--- config.mk ---
export PLATFORM = sky130hd
export DESIGN_NAME = cbo_unit
export DESIGN_NICKNAME = d
export VERILOG_FILES = /design/src/shared/cbo_pkg.sv /design/src/shared/cbo_ea_if.sv /design/src/core/cbo_agen.sv /design/src/core/cbo_beat_ctr.sv /design/src/core/cbo_unit.sv
export VERILOG_INCLUDE_DIRS = /design/src /design/src/shared
export SDC_FILE = /design/constraint.sdc
export NUM_CORES = 1
export LEC_CHECK = 0
export BUFFER_PORTS_ARGS = -buffer_cell sky130_fd_sc_hd__buf_2
export CORE_MARGIN = 1
export CORE_UTILIZATION = 57
export DETAILED_ROUTE_END_ITERATION = 8
export GPL_TIMING_DRIVEN = 0
export PLACE_DENSITY_LB_ADDON = 0.08
export SLEW_MARGIN = 10
export SYNTH_ARGS = -nofsm -noshare
export SYNTH_HDL_FRONTEND = slang
export SYNTH_SLANG_ARGS = --single-unit
--- constraint.sdc ---
create_clock -name clock_i -period 2.9 [get_ports clock_i]
set_clock_uncertainty 0.05 [all_clocks]
set_input_delay 0.58 -clock clock_i [delete_from_list [all_inputs] [get_ports clock_i]]
set_output_delay 0.58 -clock clock_i [all_outputs]
set_load 0.02 [all_outputs]
--- src/shared/cbo_defines.svh ---
// constants for the cache block operation unit
`ifndef CBO_DEFINES_SVH
`define CBO_DEFINES_SVH

`define CBO_XLEN 64
`define CBO_BLOCK_BYTES 64
`define CBO_WORD_BYTES 8
`define CBO_IMM_W 12
`define CBO_IMM_LO_W 5
`define CBO_IMM_HI_W 7
`define CBO_INVB_W 2
`define CBO_INVB_FLUSH 2'h1
`define CBO_RD_ZERO 5'h00

`endif

--- src/shared/cbo_pkg.sv ---
// types for the cache block operation unit
package cbo_pkg;

    // operation requested by the pipeline, and as finally performed
    typedef enum logic [2:0] {
        CBO_CLEAN,
        CBO_FLUSH,
        CBO_INVAL,
        CBO_ZERO,
        CBO_PF_I,
        CBO_PF_R,
        CBO_PF_W,
        CBO_NOP
    } cbo_op_t;

    // command sent into the coherent cache hierarchy
    typedef enum logic [2:0] {
        CBO_CMD_PROBE,
        CBO_CMD_WB,
        CBO_CMD_INVAL,
        CBO_CMD_ZERO,
        CBO_CMD_FILL_I,
        CBO_CMD_FILL_R,
        CBO_CMD_FILL_W
    } cbo_cmd_t;

    typedef enum logic [2:0] {
        CBO_PRIV_M,
        CBO_PRIV_S,
        CBO_PRIV_U,
        CBO_PRIV_VS,
        CBO_PRIV_VU
    } cbo_priv_t;

endpackage
--- src/shared/cbo_ea_if.sv ---
// request fields in, effective operation and block address out
`timescale 1ns/1ps
`default_nettype none
`include "cbo_defines.svh"

interface cbo_ea_if
    import cbo_pkg::*;
#(
    parameter int XLEN = `CBO_XLEN
);
    cbo_op_t op;
    logic [XLEN-1:0] base;
    logic [`CBO_IMM_HI_W-1:0] imm_hi;
    logic [`CBO_IMM_LO_W-1:0] rd;
    cbo_priv_t priv;
    logic [`CBO_INVB_W-1:0] menv_invb;
    logic [`CBO_INVB_W-1:0] senv_invb;
    logic [`CBO_INVB_W-1:0] henv_invb;
    cbo_op_t eff_op;
    logic [XLEN-1:0] blk_addr;

    modport user (
        output op, base, imm_hi, rd, priv, menv_invb, senv_invb, henv_invb,
        input eff_op, blk_addr
    );
    modport agen (
        input op, base, imm_hi, rd, priv, menv_invb, senv_invb, henv_invb,
        output eff_op, blk_addr
    );
endinterface

`default_nettype wire

--- src/core/cbo_agen.sv ---
// effective address, block alignment and final operation choice
`timescale 1ns/1ps
`default_nettype none
`include "cbo_defines.svh"

module cbo_agen
    import cbo_pkg::*;
#(
    parameter int XLEN = `CBO_XLEN,
    parameter int BLOCK_BYTES = `CBO_BLOCK_BYTES
) (
    cbo_ea_if.agen ea
);
    localparam int OFF_W = $clog2(BLOCK_BYTES);

    function automatic logic is_flush_code(input logic [`CBO_INVB_W-1:0] f);
        return f == `CBO_INVB_FLUSH;
    endfunction

    wire logic is_pf;
    wire logic pf_ok;
    wire logic inval_as_flush;
    wire logic [`CBO_IMM_W-1:0] imm;
    wire logic [XLEN-1:0] imm_sext;
    wire logic [XLEN-1:0] eff_addr;

    assign is_pf = (ea.op == CBO_PF_I) || (ea.op == CBO_PF_R) || (ea.op == CBO_PF_W);
    // the destination field only names a prefetch when it is zero, and then doubles as imm[4:0]
    assign pf_ok = (ea.rd == `CBO_RD_ZERO); // RL16
    assign imm = {ea.imm_hi, ea.rd}; // RL16
    assign imm_sext = {{(XLEN-`CBO_IMM_W){imm[`CBO_IMM_W-1]}}, imm}; // RL9
    // maintenance and zero take the base alone; any offset is ignored
    assign eff_addr = is_pf ? ea.base + imm_sext : ea.base; // RL1 RL9
    assign ea.blk_addr = {eff_addr[XLEN-1:OFF_W], {OFF_W{1'b0}}}; // RL17

    assign inval_as_flush =
        ((ea.priv != CBO_PRIV_M) && is_flush_code(ea.menv_invb)) ||
        ((ea.priv == CBO_PRIV_U) && is_flush_code(ea.senv_invb)) ||
        ((ea.priv == CBO_PRIV_VS) && is_flush_code(ea.henv_invb)) ||
        ((ea.priv == CBO_PRIV_VU) && (is_flush_code(ea.henv_invb) || is_flush_code(ea.senv_invb))); // RL6 RL13

    assign ea.eff_op = (ea.op == CBO_INVAL && inval_as_flush) ? CBO_FLUSH : // RL13
                       (is_pf && !pf_ok) ? CBO_NOP : ea.op;
endmodule // cbo_agen

`default_nettype wire

--- src/core/cbo_beat_ctr.sv ---
// word beat counter that walks a cache block during zeroing
`timescale 1ns/1ps
`default_nettype none

module cbo_beat_ctr #(
    parameter int BEATS = 8,
    parameter int IW = (BEATS > 1) ? $clog2(BEATS) : 1
) (
    // clock and reset
    input wire logic clock_i,
    input wire logic nrst_i,
    input wire logic en_i,
    // control
    input wire logic clr_i,
    input wire logic step_i,
    // state
    output logic [IW-1:0] idx_o,
    output logic last_o
);
    logic [IW-1:0] idx_reg;
    logic [IW-1:0] idx_next;

    assign idx_next = clr_i ? '0 : (step_i ? idx_reg + 1'b1 : idx_reg);
    assign idx_o = idx_reg;
    assign last_o = (idx_reg == IW'(BEATS - 1));

    always_ff @(posedge clock_i or negedge nrst_i) begin
        if (!nrst_i) begin
            idx_reg <= '0;
        end else if (en_i) begin
            idx_reg <= idx_next;
        end
    end
endmodule // cbo_beat_ctr

`default_nettype wire

--- src/core/cbo_unit.sv ---
// cache block maintenance, zero and prefetch sequencer
// Operation
// RL1: clean acts on the block at the base register address, no offset added.
// RL2: software gives clean, flush, invalidate or zero no offset, or a zero one.
// RL3: maintenance acts on the coherent caches that the issuing agent uses.
// RL4: flush acts on the block at the base register address.
// RL5: invalidate acts on the block at the base register address.
// RL6: configuration can turn an invalidate into a flush of that block.
// RL7: zero writes zero to every byte of the addressed block.
// RL8: zeroing need not be atomic; piecewise updates are allowed.
// RL9: prefetch address is base plus sign-extended 12-bit immediate, low five zero.
// RL10: instruction prefetch may load the block into the fetch cache, optionally.
// RL11: read prefetch may bring the block into the data-read cache, optionally.
// RL12: write prefetch may bring the block into the data-write cache, optionally.
// RL13: behaviour field value 01 makes invalidate perform a flush.
// RL14: flush is an atomic clean followed by invalidate of the same block.
// RL15: clean writes back only if the block was modified since last maintenance.
// RL16: prefetch needs destination field zero; it then serves as imm[4:0].
// RL17: every effective address is aligned down to the block boundary.
`timescale 1ns/1ps
`default_nettype none
`include "cbo_defines.svh"

module cbo_unit
    import cbo_pkg::*;
#(
    parameter int XLEN = `CBO_XLEN,
    parameter int BLOCK_BYTES = `CBO_BLOCK_BYTES,
    parameter int WORD_BYTES = `CBO_WORD_BYTES,
    parameter bit PREFETCH_EN = 1'b1
) (
    // clock, reset, enable
    input wire logic clock_i,
    input wire logic nrst_i,
    input wire logic en_i,
    // request from the pipeline
    input wire logic req_valid_i,
    output logic req_ready_o,
    input wire cbo_op_t req_op_i,
    input wire logic [XLEN-1:0] req_base_i,
    input wire logic [`CBO_IMM_HI_W-1:0] req_imm_hi_i,
    input wire logic [`CBO_IMM_LO_W-1:0] req_rd_i,
    input wire cbo_priv_t req_priv_i,
    // invalidate behaviour fields of the environment configuration
    input wire logic [`CBO_INVB_W-1:0] menv_invalidate_behaviour_field_i,
    input wire logic [`CBO_INVB_W-1:0] senv_invalidate_behaviour_field_i,
    input wire logic [`CBO_INVB_W-1:0] henv_invalidate_behaviour_field_i,
    // completion to the pipeline
    output logic done_o,
    output cbo_op_t done_op_o,
    output logic [XLEN-1:0] done_addr_o,
    output logic done_wb_o,
    // coherent cache hierarchy of this agent
    output logic cache_cmd_valid_o,
    input wire logic cache_cmd_ready_i,
    output cbo_cmd_t cache_cmd_o,
    output logic [XLEN-1:0] cache_addr_o,
    output logic cache_lock_o,
    input wire logic cache_ack_i,
    input wire logic cache_dirty_i
);
    localparam int BEATS = BLOCK_BYTES / WORD_BYTES;
    localparam int IW = (BEATS > 1) ? $clog2(BEATS) : 1;
    localparam int WOFF = $clog2(WORD_BYTES);

    generate
        if (XLEN != 32 && XLEN != 64) begin : g_bad_xlen
            $error("cbo_unit: XLEN must be 32 or 64");
        end
        if ((BLOCK_BYTES & (BLOCK_BYTES - 1)) != 0 || (WORD_BYTES & (WORD_BYTES - 1)) != 0 ||
            WORD_BYTES > BLOCK_BYTES || BLOCK_BYTES < 32 || BLOCK_BYTES > 4096) begin : g_bad_geom
            $error("cbo_unit: block and word sizes must be powers of two, 32 <= block <= 4096");
        end
    endgenerate

    typedef enum logic [1:0] {
        CBO_ST_IDLE,
        CBO_ST_ISSUE,
        CBO_ST_WAIT,
        CBO_ST_DONE
    } cbo_state_t;

    cbo_state_t state_reg;
    cbo_state_t state_next;
    cbo_op_t op_reg;
    cbo_op_t op_next;
    cbo_cmd_t cmd_reg;
    cbo_cmd_t cmd_next;
    logic [XLEN-1:0] blk_reg;
    logic [XLEN-1:0] blk_next;
    logic [XLEN-1:0] addr_reg;
    logic [XLEN-1:0] addr_next;
    logic wb_reg;
    logic wb_next;

    wire logic accept;
    wire logic issued;
    wire logic acked;
    wire logic [IW-1:0] beat_idx;
    wire logic beat_last;
    wire logic [XLEN-1:0] beat_off;
    wire cbo_cmd_t first_cmd;
    wire logic first_none;
    wire cbo_cmd_t after_clean_cmd;
    wire logic after_clean_done;

    cbo_ea_if #(.XLEN(XLEN)) ea_bus ();

    assign ea_bus.op = req_op_i;
    assign ea_bus.base = req_base_i;
    assign ea_bus.imm_hi = req_imm_hi_i;
    assign ea_bus.rd = req_rd_i;
    assign ea_bus.priv = req_priv_i;
    assign ea_bus.menv_invb = menv_invalidate_behaviour_field_i;
    assign ea_bus.senv_invb = senv_invalidate_behaviour_field_i;
    assign ea_bus.henv_invb = henv_invalidate_behaviour_field_i;

    cbo_agen #(
        .XLEN(XLEN),
        .BLOCK_BYTES(BLOCK_BYTES)
    ) u_agen (
        .ea(ea_bus)
    );

    cbo_beat_ctr #(
        .BEATS(BEATS),
        .IW(IW)
    ) u_beat (
        .clock_i(clock_i),
        .nrst_i(nrst_i),
        .en_i(en_i),
        .clr_i(accept),
        .step_i(acked && cmd_reg == CBO_CMD_ZERO),
        .idx_o(beat_idx),
        .last_o(beat_last)
    );

    assign req_ready_o = (state_reg == CBO_ST_IDLE);
    assign accept = en_i && req_valid_i && req_ready_o;
    assign issued = en_i && (state_reg == CBO_ST_ISSUE) && cache_cmd_ready_i;
    assign acked = en_i && (state_reg == CBO_ST_WAIT) && cache_ack_i;
    assign beat_off = XLEN'(beat_idx) << WOFF;

    // clean and flush start by probing for modified data; a plain invalidate goes straight in
    assign first_cmd = (ea_bus.eff_op == CBO_CLEAN) ? CBO_CMD_PROBE : // RL1
                       (ea_bus.eff_op == CBO_FLUSH) ? CBO_CMD_PROBE : // RL4 RL14
                       (ea_bus.eff_op == CBO_INVAL) ? CBO_CMD_INVAL : // RL5
                       (ea_bus.eff_op == CBO_ZERO) ? CBO_CMD_ZERO : // RL7
                       (ea_bus.eff_op == CBO_PF_I) ? CBO_CMD_FILL_I : // RL10
                       (ea_bus.eff_op == CBO_PF_R) ? CBO_CMD_FILL_R : // RL11
                       CBO_CMD_FILL_W; // RL12
    // prefetches are hints: with fills disabled they retire without touching the caches
    assign first_none = (ea_bus.eff_op == CBO_NOP) ||
                        (!PREFETCH_EN && ea_bus.eff_op inside {CBO_PF_I, CBO_PF_R, CBO_PF_W});

    // after the clean part, flush continues with the invalidate of the same block
    assign after_clean_cmd = CBO_CMD_INVAL; // RL14
    assign after_clean_done = (op_reg != CBO_FLUSH);

    always_comb begin
        state_next = state_reg;
        op_next = op_reg;
        cmd_next = cmd_reg;
        blk_next = blk_reg;
        addr_next = addr_reg;
        wb_next = wb_reg;
        case (state_reg)
            CBO_ST_IDLE: begin
                if (accept) begin
                    op_next = ea_bus.eff_op;
                    blk_next = ea_bus.blk_addr; // RL17
                    addr_next = ea_bus.blk_addr;
                    cmd_next = first_cmd;
                    wb_next = 1'b0;
                    state_next = first_none ? CBO_ST_DONE : CBO_ST_ISSUE;
                end
            end
            CBO_ST_ISSUE: begin
                if (issued) begin
                    state_next = CBO_ST_WAIT;
                end
            end
            CBO_ST_WAIT: begin
                if (acked) begin
                    state_next = CBO_ST_ISSUE;
                    case (cmd_reg)
                        CBO_CMD_PROBE: begin
                            // write back only what a coherent agent has modified
                            if (cache_dirty_i) begin
                                cmd_next = CBO_CMD_WB; // RL15
                            end else if (after_clean_done) begin
                                state_next = CBO_ST_DONE; // RL15
                            end else begin
                                cmd_next = after_clean_cmd;
                            end
                        end
                        CBO_CMD_WB: begin
                            wb_next = 1'b1;
                            if (after_clean_done) begin
                                state_next = CBO_ST_DONE;
                            end else begin
                                cmd_next = after_clean_cmd; // RL14
                            end
                        end
                        CBO_CMD_ZERO: begin
                            // one word per beat; the block is not zeroed atomically
                            if (beat_last) begin
                                state_next = CBO_ST_DONE; // RL8
                            end else begin
                                addr_next = blk_reg + beat_off + XLEN'(WORD_BYTES); // RL7
                            end
                        end
                        default: begin
                            state_next = CBO_ST_DONE;
                        end
                    endcase
                end
            end
            CBO_ST_DONE: begin
                if (en_i) begin
                    state_next = CBO_ST_IDLE;
                end
            end
            default: begin
                state_next = CBO_ST_IDLE;
            end
        endcase
    end

    always_ff @(posedge clock_i or negedge nrst_i) begin
        if (!nrst_i) begin
            state_reg <= CBO_ST_IDLE;
            op_reg <= CBO_NOP;
            cmd_reg <= CBO_CMD_PROBE;
            blk_reg <= '0;
            addr_reg <= '0;
            wb_reg <= 1'b0;
        end else if (en_i) begin
            state_reg <= state_next;
            op_reg <= op_next;
            cmd_reg <= cmd_next;
            blk_reg <= blk_next;
            addr_reg <= addr_next;
            wb_reg <= wb_next;
        end
    end

    // commands go only to this agent's own coherent hierarchy
    assign cache_cmd_valid_o = (state_reg == CBO_ST_ISSUE); // RL3
    assign cache_cmd_o = cmd_reg;
    assign cache_addr_o = addr_reg;
    // the lock keeps other agents off the block between the clean and the invalidate
    assign cache_lock_o = (op_reg == CBO_FLUSH) &&
                          (state_reg == CBO_ST_ISSUE || state_reg == CBO_ST_WAIT); // RL14

    assign done_o = (state_reg == CBO_ST_DONE) && en_i;
    assign done_op_o = op_reg;
    assign done_addr_o = blk_reg;
    assign done_wb_o = wb_reg;

    wire logic a_cover_inval;
    assign a_cover_inval = accept && req_op_i == CBO_INVAL && ea_bus.eff_op == CBO_FLUSH;
endmodule // cbo_unit

`default_nettype wire

==> results_tabular.tex <==
\begin{tabular}{lr}
\hline
Metric & Value \\
\hline
\multicolumn{2}{l}{\textbf{Pwr}} \\
\quad Cell leakage power & roughly 0.0066 uW \\
\quad IR Drop Worst-Case VDD & 0.5008 mV \\
\quad Overall power & around 12000 uW \\
\quad Pwr per Cell Area & $\sim$810 nW/um\^{}2 \\
\multicolumn{2}{l}{\textbf{Die}} \\
\quad Vertical die dimension & $\sim$140 um \\
\quad Placement Rows & 50 \\
\quad Width of the die & between 100 and 150 um \\
\quad Top Ports & approximately 230 \\
\quad Initial standard-cell utilization of the core & 58.90\% \\
\quad Area of the die & between 20000 and 25000 um\^{}2 \\
\quad Core outline area & between 15000 and 20000 um\^{}2 \\
\multicolumn{2}{l}{\textbf{Synth}} \\
\quad Main flop type after synthesis & dfrtp\_1 \\
\quad Cell taking the most area after synthesis & dfrtp\_1 \\
\quad Fraction of the yosys area taken by sequential cells & between 20\% and 30\% \\
\quad Number of distinct library cell variants in the gate-level netlist after synthesis & 81 \\
\quad Most used standard cell by instance count after synthesis & nand2\_1 \\
\quad Cell types with the largest area share after synthesis & dfrtp\_1, nand2\_1, ha\_1 \\
\quad Async S/R FF share, synth & 100.0\% \\
\quad Synth cell count leaders & nand2\_1, a21oi\_1, o21ai\_0, dfrtp\_1, nor2\_1 \\
\quad Cell area after synthesis & between 10000 and 15000 um\^{}2 \\
\quad Share of the synthesized area in the top cell type & between 20\% and 30\% \\
\quad EDFF count, synth & 0 \\
\quad Synthesized instance count & around 1400 \\
\quad Flops \& latches, synth & between 100 and 150 \\
\quad Warnings, synthesis & 0 \\
\quad Average cell area after synthesis & between 7 and 8 um\^{}2 \\
\multicolumn{2}{l}{\textbf{Routing}} \\
\quad Final wirelength & $\sim$44000 um \\
\quad Overall via count from detail\_route & 12870 \\
\quad Via density & between 6 and 7 \\
\quad Final antenna-violating net count & 0 \\
\quad TritonRoute pass-1 iters & 5 \\
\quad Violation count after the first detailed-route iteration & 1451 \\
\quad WL/cell & around 22 um \\
\quad DRC violation count after routing & 0 \\
\multicolumn{2}{l}{\textbf{Clock network}} \\
\quad Clock Pin Slew Worst Setup and Hold Paths & approximately 60 ps \\
\quad Maximum number of buffers from clock root to sink & 2 \\
\quad Clock sink count & between 100 and 150 \\
\quad Clock tree from TritonCTS & yes \\
\quad CTS Hold Buffers Added & 0 \\
\quad CTS H-tree lvls & 4 \\
\quad Clock network latency to the later pin of the worst-skew pair & around 420 ps \\
\quad Root buffer cell & clkbuf\_16 \\
\quad Number of buffers inserted during clock tree synthesis & 17 \\
\multicolumn{2}{l}{\textbf{STA}} \\
\quad Slack of the critical path & -83.93 ps \\
\quad Hold Vio Cnt, Final & 0 \\
\quad Total of endpoints with negative setup slack in the final report & 13 \\
\quad Final-report max-slew violation count & 0 \\
\quad Worst hold margin & $\sim$24 ps \\
\quad Max Clk Rate & 335.1 MHz \\
\quad Remaining max-slew budget at the tightest pin & between 50 and 60\% \\
\quad Tmin final & 2984 ps \\
\quad Final critical-path share of the clock period & 102.9\% \\
\quad Worst Max-Slew Pin Slew & 746.5 ps \\
\quad Unrepaired setup endpoints after global routing & yes \\
\multicolumn{2}{l}{\textbf{Global routing}} \\
\quad Via count of the first global-routing pass & about 12000 \\
\quad Maximum number of pins on one net before global-route repair & 92 \\
\quad Antenna violations before repair & 0 \\
\quad Global-route wire length before repair & 65780 um \\
\quad Global-route congestion overflow total & 0 \\
\quad GR Util All Layers & a little over two fifths \\
\multicolumn{2}{l}{\textbf{Placed design}} \\
\quad Placement Cell Area & roughly 13000 um\^{}2 \\
\quad Number of buffers inserted by port buffering & about 220 \\
\quad Gpl congestion & a little under 1 \\
\quad Final HPWL from detailed placement & around 32000 um \\
\multicolumn{2}{l}{\textbf{Hold path}} \\
\quad Class of the most critical hold timing path & input port to async pin \\
\multicolumn{2}{l}{\textbf{Finish}} \\
\quad FF+latch area & $\sim$3300 um\^{}2 \\
\quad Area taken by multi-input logic gates & about 8600 um\^{}2 \\
\quad Number of flip-flops in the largest register & around 60 \\
\quad Nets & 1889 \\
\quad Post-route cell area & around 15000 um\^{}2 \\
\quad Relative area change from synthesis to final layout & 35.39\% \\
\quad Number of antenna cells inserted & 0 \\
\quad Ratio of cells with drive above 1 in the final layout & between 30\% and 40\% \\
\quad Number of inserted filler cells in the final layout & between 1000 and 1500 \\
\quad Fraction of the core area covered by cells at the end of the flow & around 80\% \\
\multicolumn{2}{l}{\textbf{Run}} \\
\quad Reported max-cap violation count & 0 \\
\multicolumn{2}{l}{\textbf{Setup path}} \\
\quad Biggest fanout along the worst timing path & 7 \\
\quad Category of the worst setup path capture point & flip-flop \\
\quad Kind of critical path & input port to flip-flop \\
\quad Worst Path Required & around 3100 ps \\
\quad Data arrival time of the critical path & between 3000 and 4000 ps \\
\quad Setup crit start kind & input port \\
\multicolumn{2}{l}{\textbf{Run status}} \\
\quad Run status & complete, but fails checks \\
\quad Failing checks & setup timing \\
\hline
\end{tabular}
where the power goes:
part | total, uW | internal (uW) | leakage (uW) | switching [uW]
Clock | 2390 | 1530 | 0.000318 | 855
Combinational | 6260 | 2250 | 0.00469 | 4010
Sequential | 3650 | 2680 | 0.00162 | 972
Total | 12300 | 6460 | 0.00664 | 5840
kinds of logic (layout without fill, tap and decap cells):
kind of cell	count (synthesis)	count (layout)	share of synthesized area (%)
other	1	9	0.03358
and+or+nand+nor	532	532	21.88
AOI/OAI and AO/OA	438	438	24.28
adders and majority gates	68	68	7.620
muxes	41	41	3.844
DFF	131	131	29.39
xor gates and xnor gates	109	109	8.550
buffers and inverters	116	411	4.393
critical path, stage by stage:
cell	delay, ps
buf_16	130
ha_1	300
buf_6	140
a21oi_1	160
o21ai_1	120
a21oi_2	290
o211ai_1	120
buf_4	170
o2111ai_4	230
o21ai_4	100
a221oi_2	270
xnor2_1	130
mux2i_2	310
o221ai_1	160
final timing paths:
kind	from	cells past startpoint	slack, ps	to
worst max-delay path	req_imm_hi_i[6]	14	-80	cache_addr_o[57]
worst min-delay path	nrst_i	1	20	done_addr_o[13]
worst max register to register	state_reg[0]	8	70	cache_addr_o[33]
worst min register to register	cache_addr_o[3]	2	420	cache_addr_o[3]
max in group asynchronous	nrst_i	2	1990	done_op_o[1]
min in group clock_i	req_op_i[0]	3	420	cache_cmd_o[0]
layout make-up:
cell class / count / area share, %
multi-input combinational: 1197 / 57.04
sequential: 131 / 21.73
timing repair buffer: 276 / 11.31
clock buffer: 17 / 2.814
buffer: 76 / 2.773
tap: 260 / 2.152
clock inverter: 15 / 1.515
inverter: 27 / 0.6704
layout by cell type, fill, tap and decap left out, drive strengths merged, types with 4 or more instances in the layout:
cell    synthesis  final
a211oi          7      7
a21boi          4      4
a21o           29     29
a21oi         143    143
a221oi          6      6
a31oi          21     21
and2           10     10
and3           18     18
and4            6      6
buf            29    301
bufinv          0      5
clkbuf         60     68
clkinv          0      7
conb            1      9
dfrtp         128    128
ha             68     68
inv            27     29
mux2           15     15
mux2i          26     26
nand2         237    237
nand2b         10     10
nand3          41     41
nand4          39     39
nor2          121    121
nor2b           8      8
nor3           26     26
nor4            4      4
o211ai          5      5
o21a            5      5
o21ai         147    147
o21bai         12     12
o221ai         20     20
o22ai           5      5
o31ai           7      7
or3             4      4
xnor2          54     54
xor2           55     55
per-stage QoR:
stage / TNS, ps / cells / setup slack, ps
after floorplan: 0 / 1444 / 2.153
after global placement: -196640 / 1927 / -1682
after detailed placement: -125440 / 1928 / -1654
after CTS: -21.32 / 1985 / -11.16
after global routing: -1487 / 1999 / -166.8
final: -562.8 / 1999 / -83.93
per-layer routing:
layer	GRT usage (%)	routed length (um)	up-vias
li1	-	-	5731
met1	58.38	17550	6065
met2	65.54	19310	915
met3	9.556	5236	162
met4	18.45	2179	0
met5	0	0	-
what timing repair did:
action / in CTS / in global routing
pin swaps: 43 / 52
resized for setup: 182 / 124
setup endpoints to repair: 112 / 84
cloned: 4 / 1
buffers inserted: 28 / 20
Power figures use the tool's default switching activity.
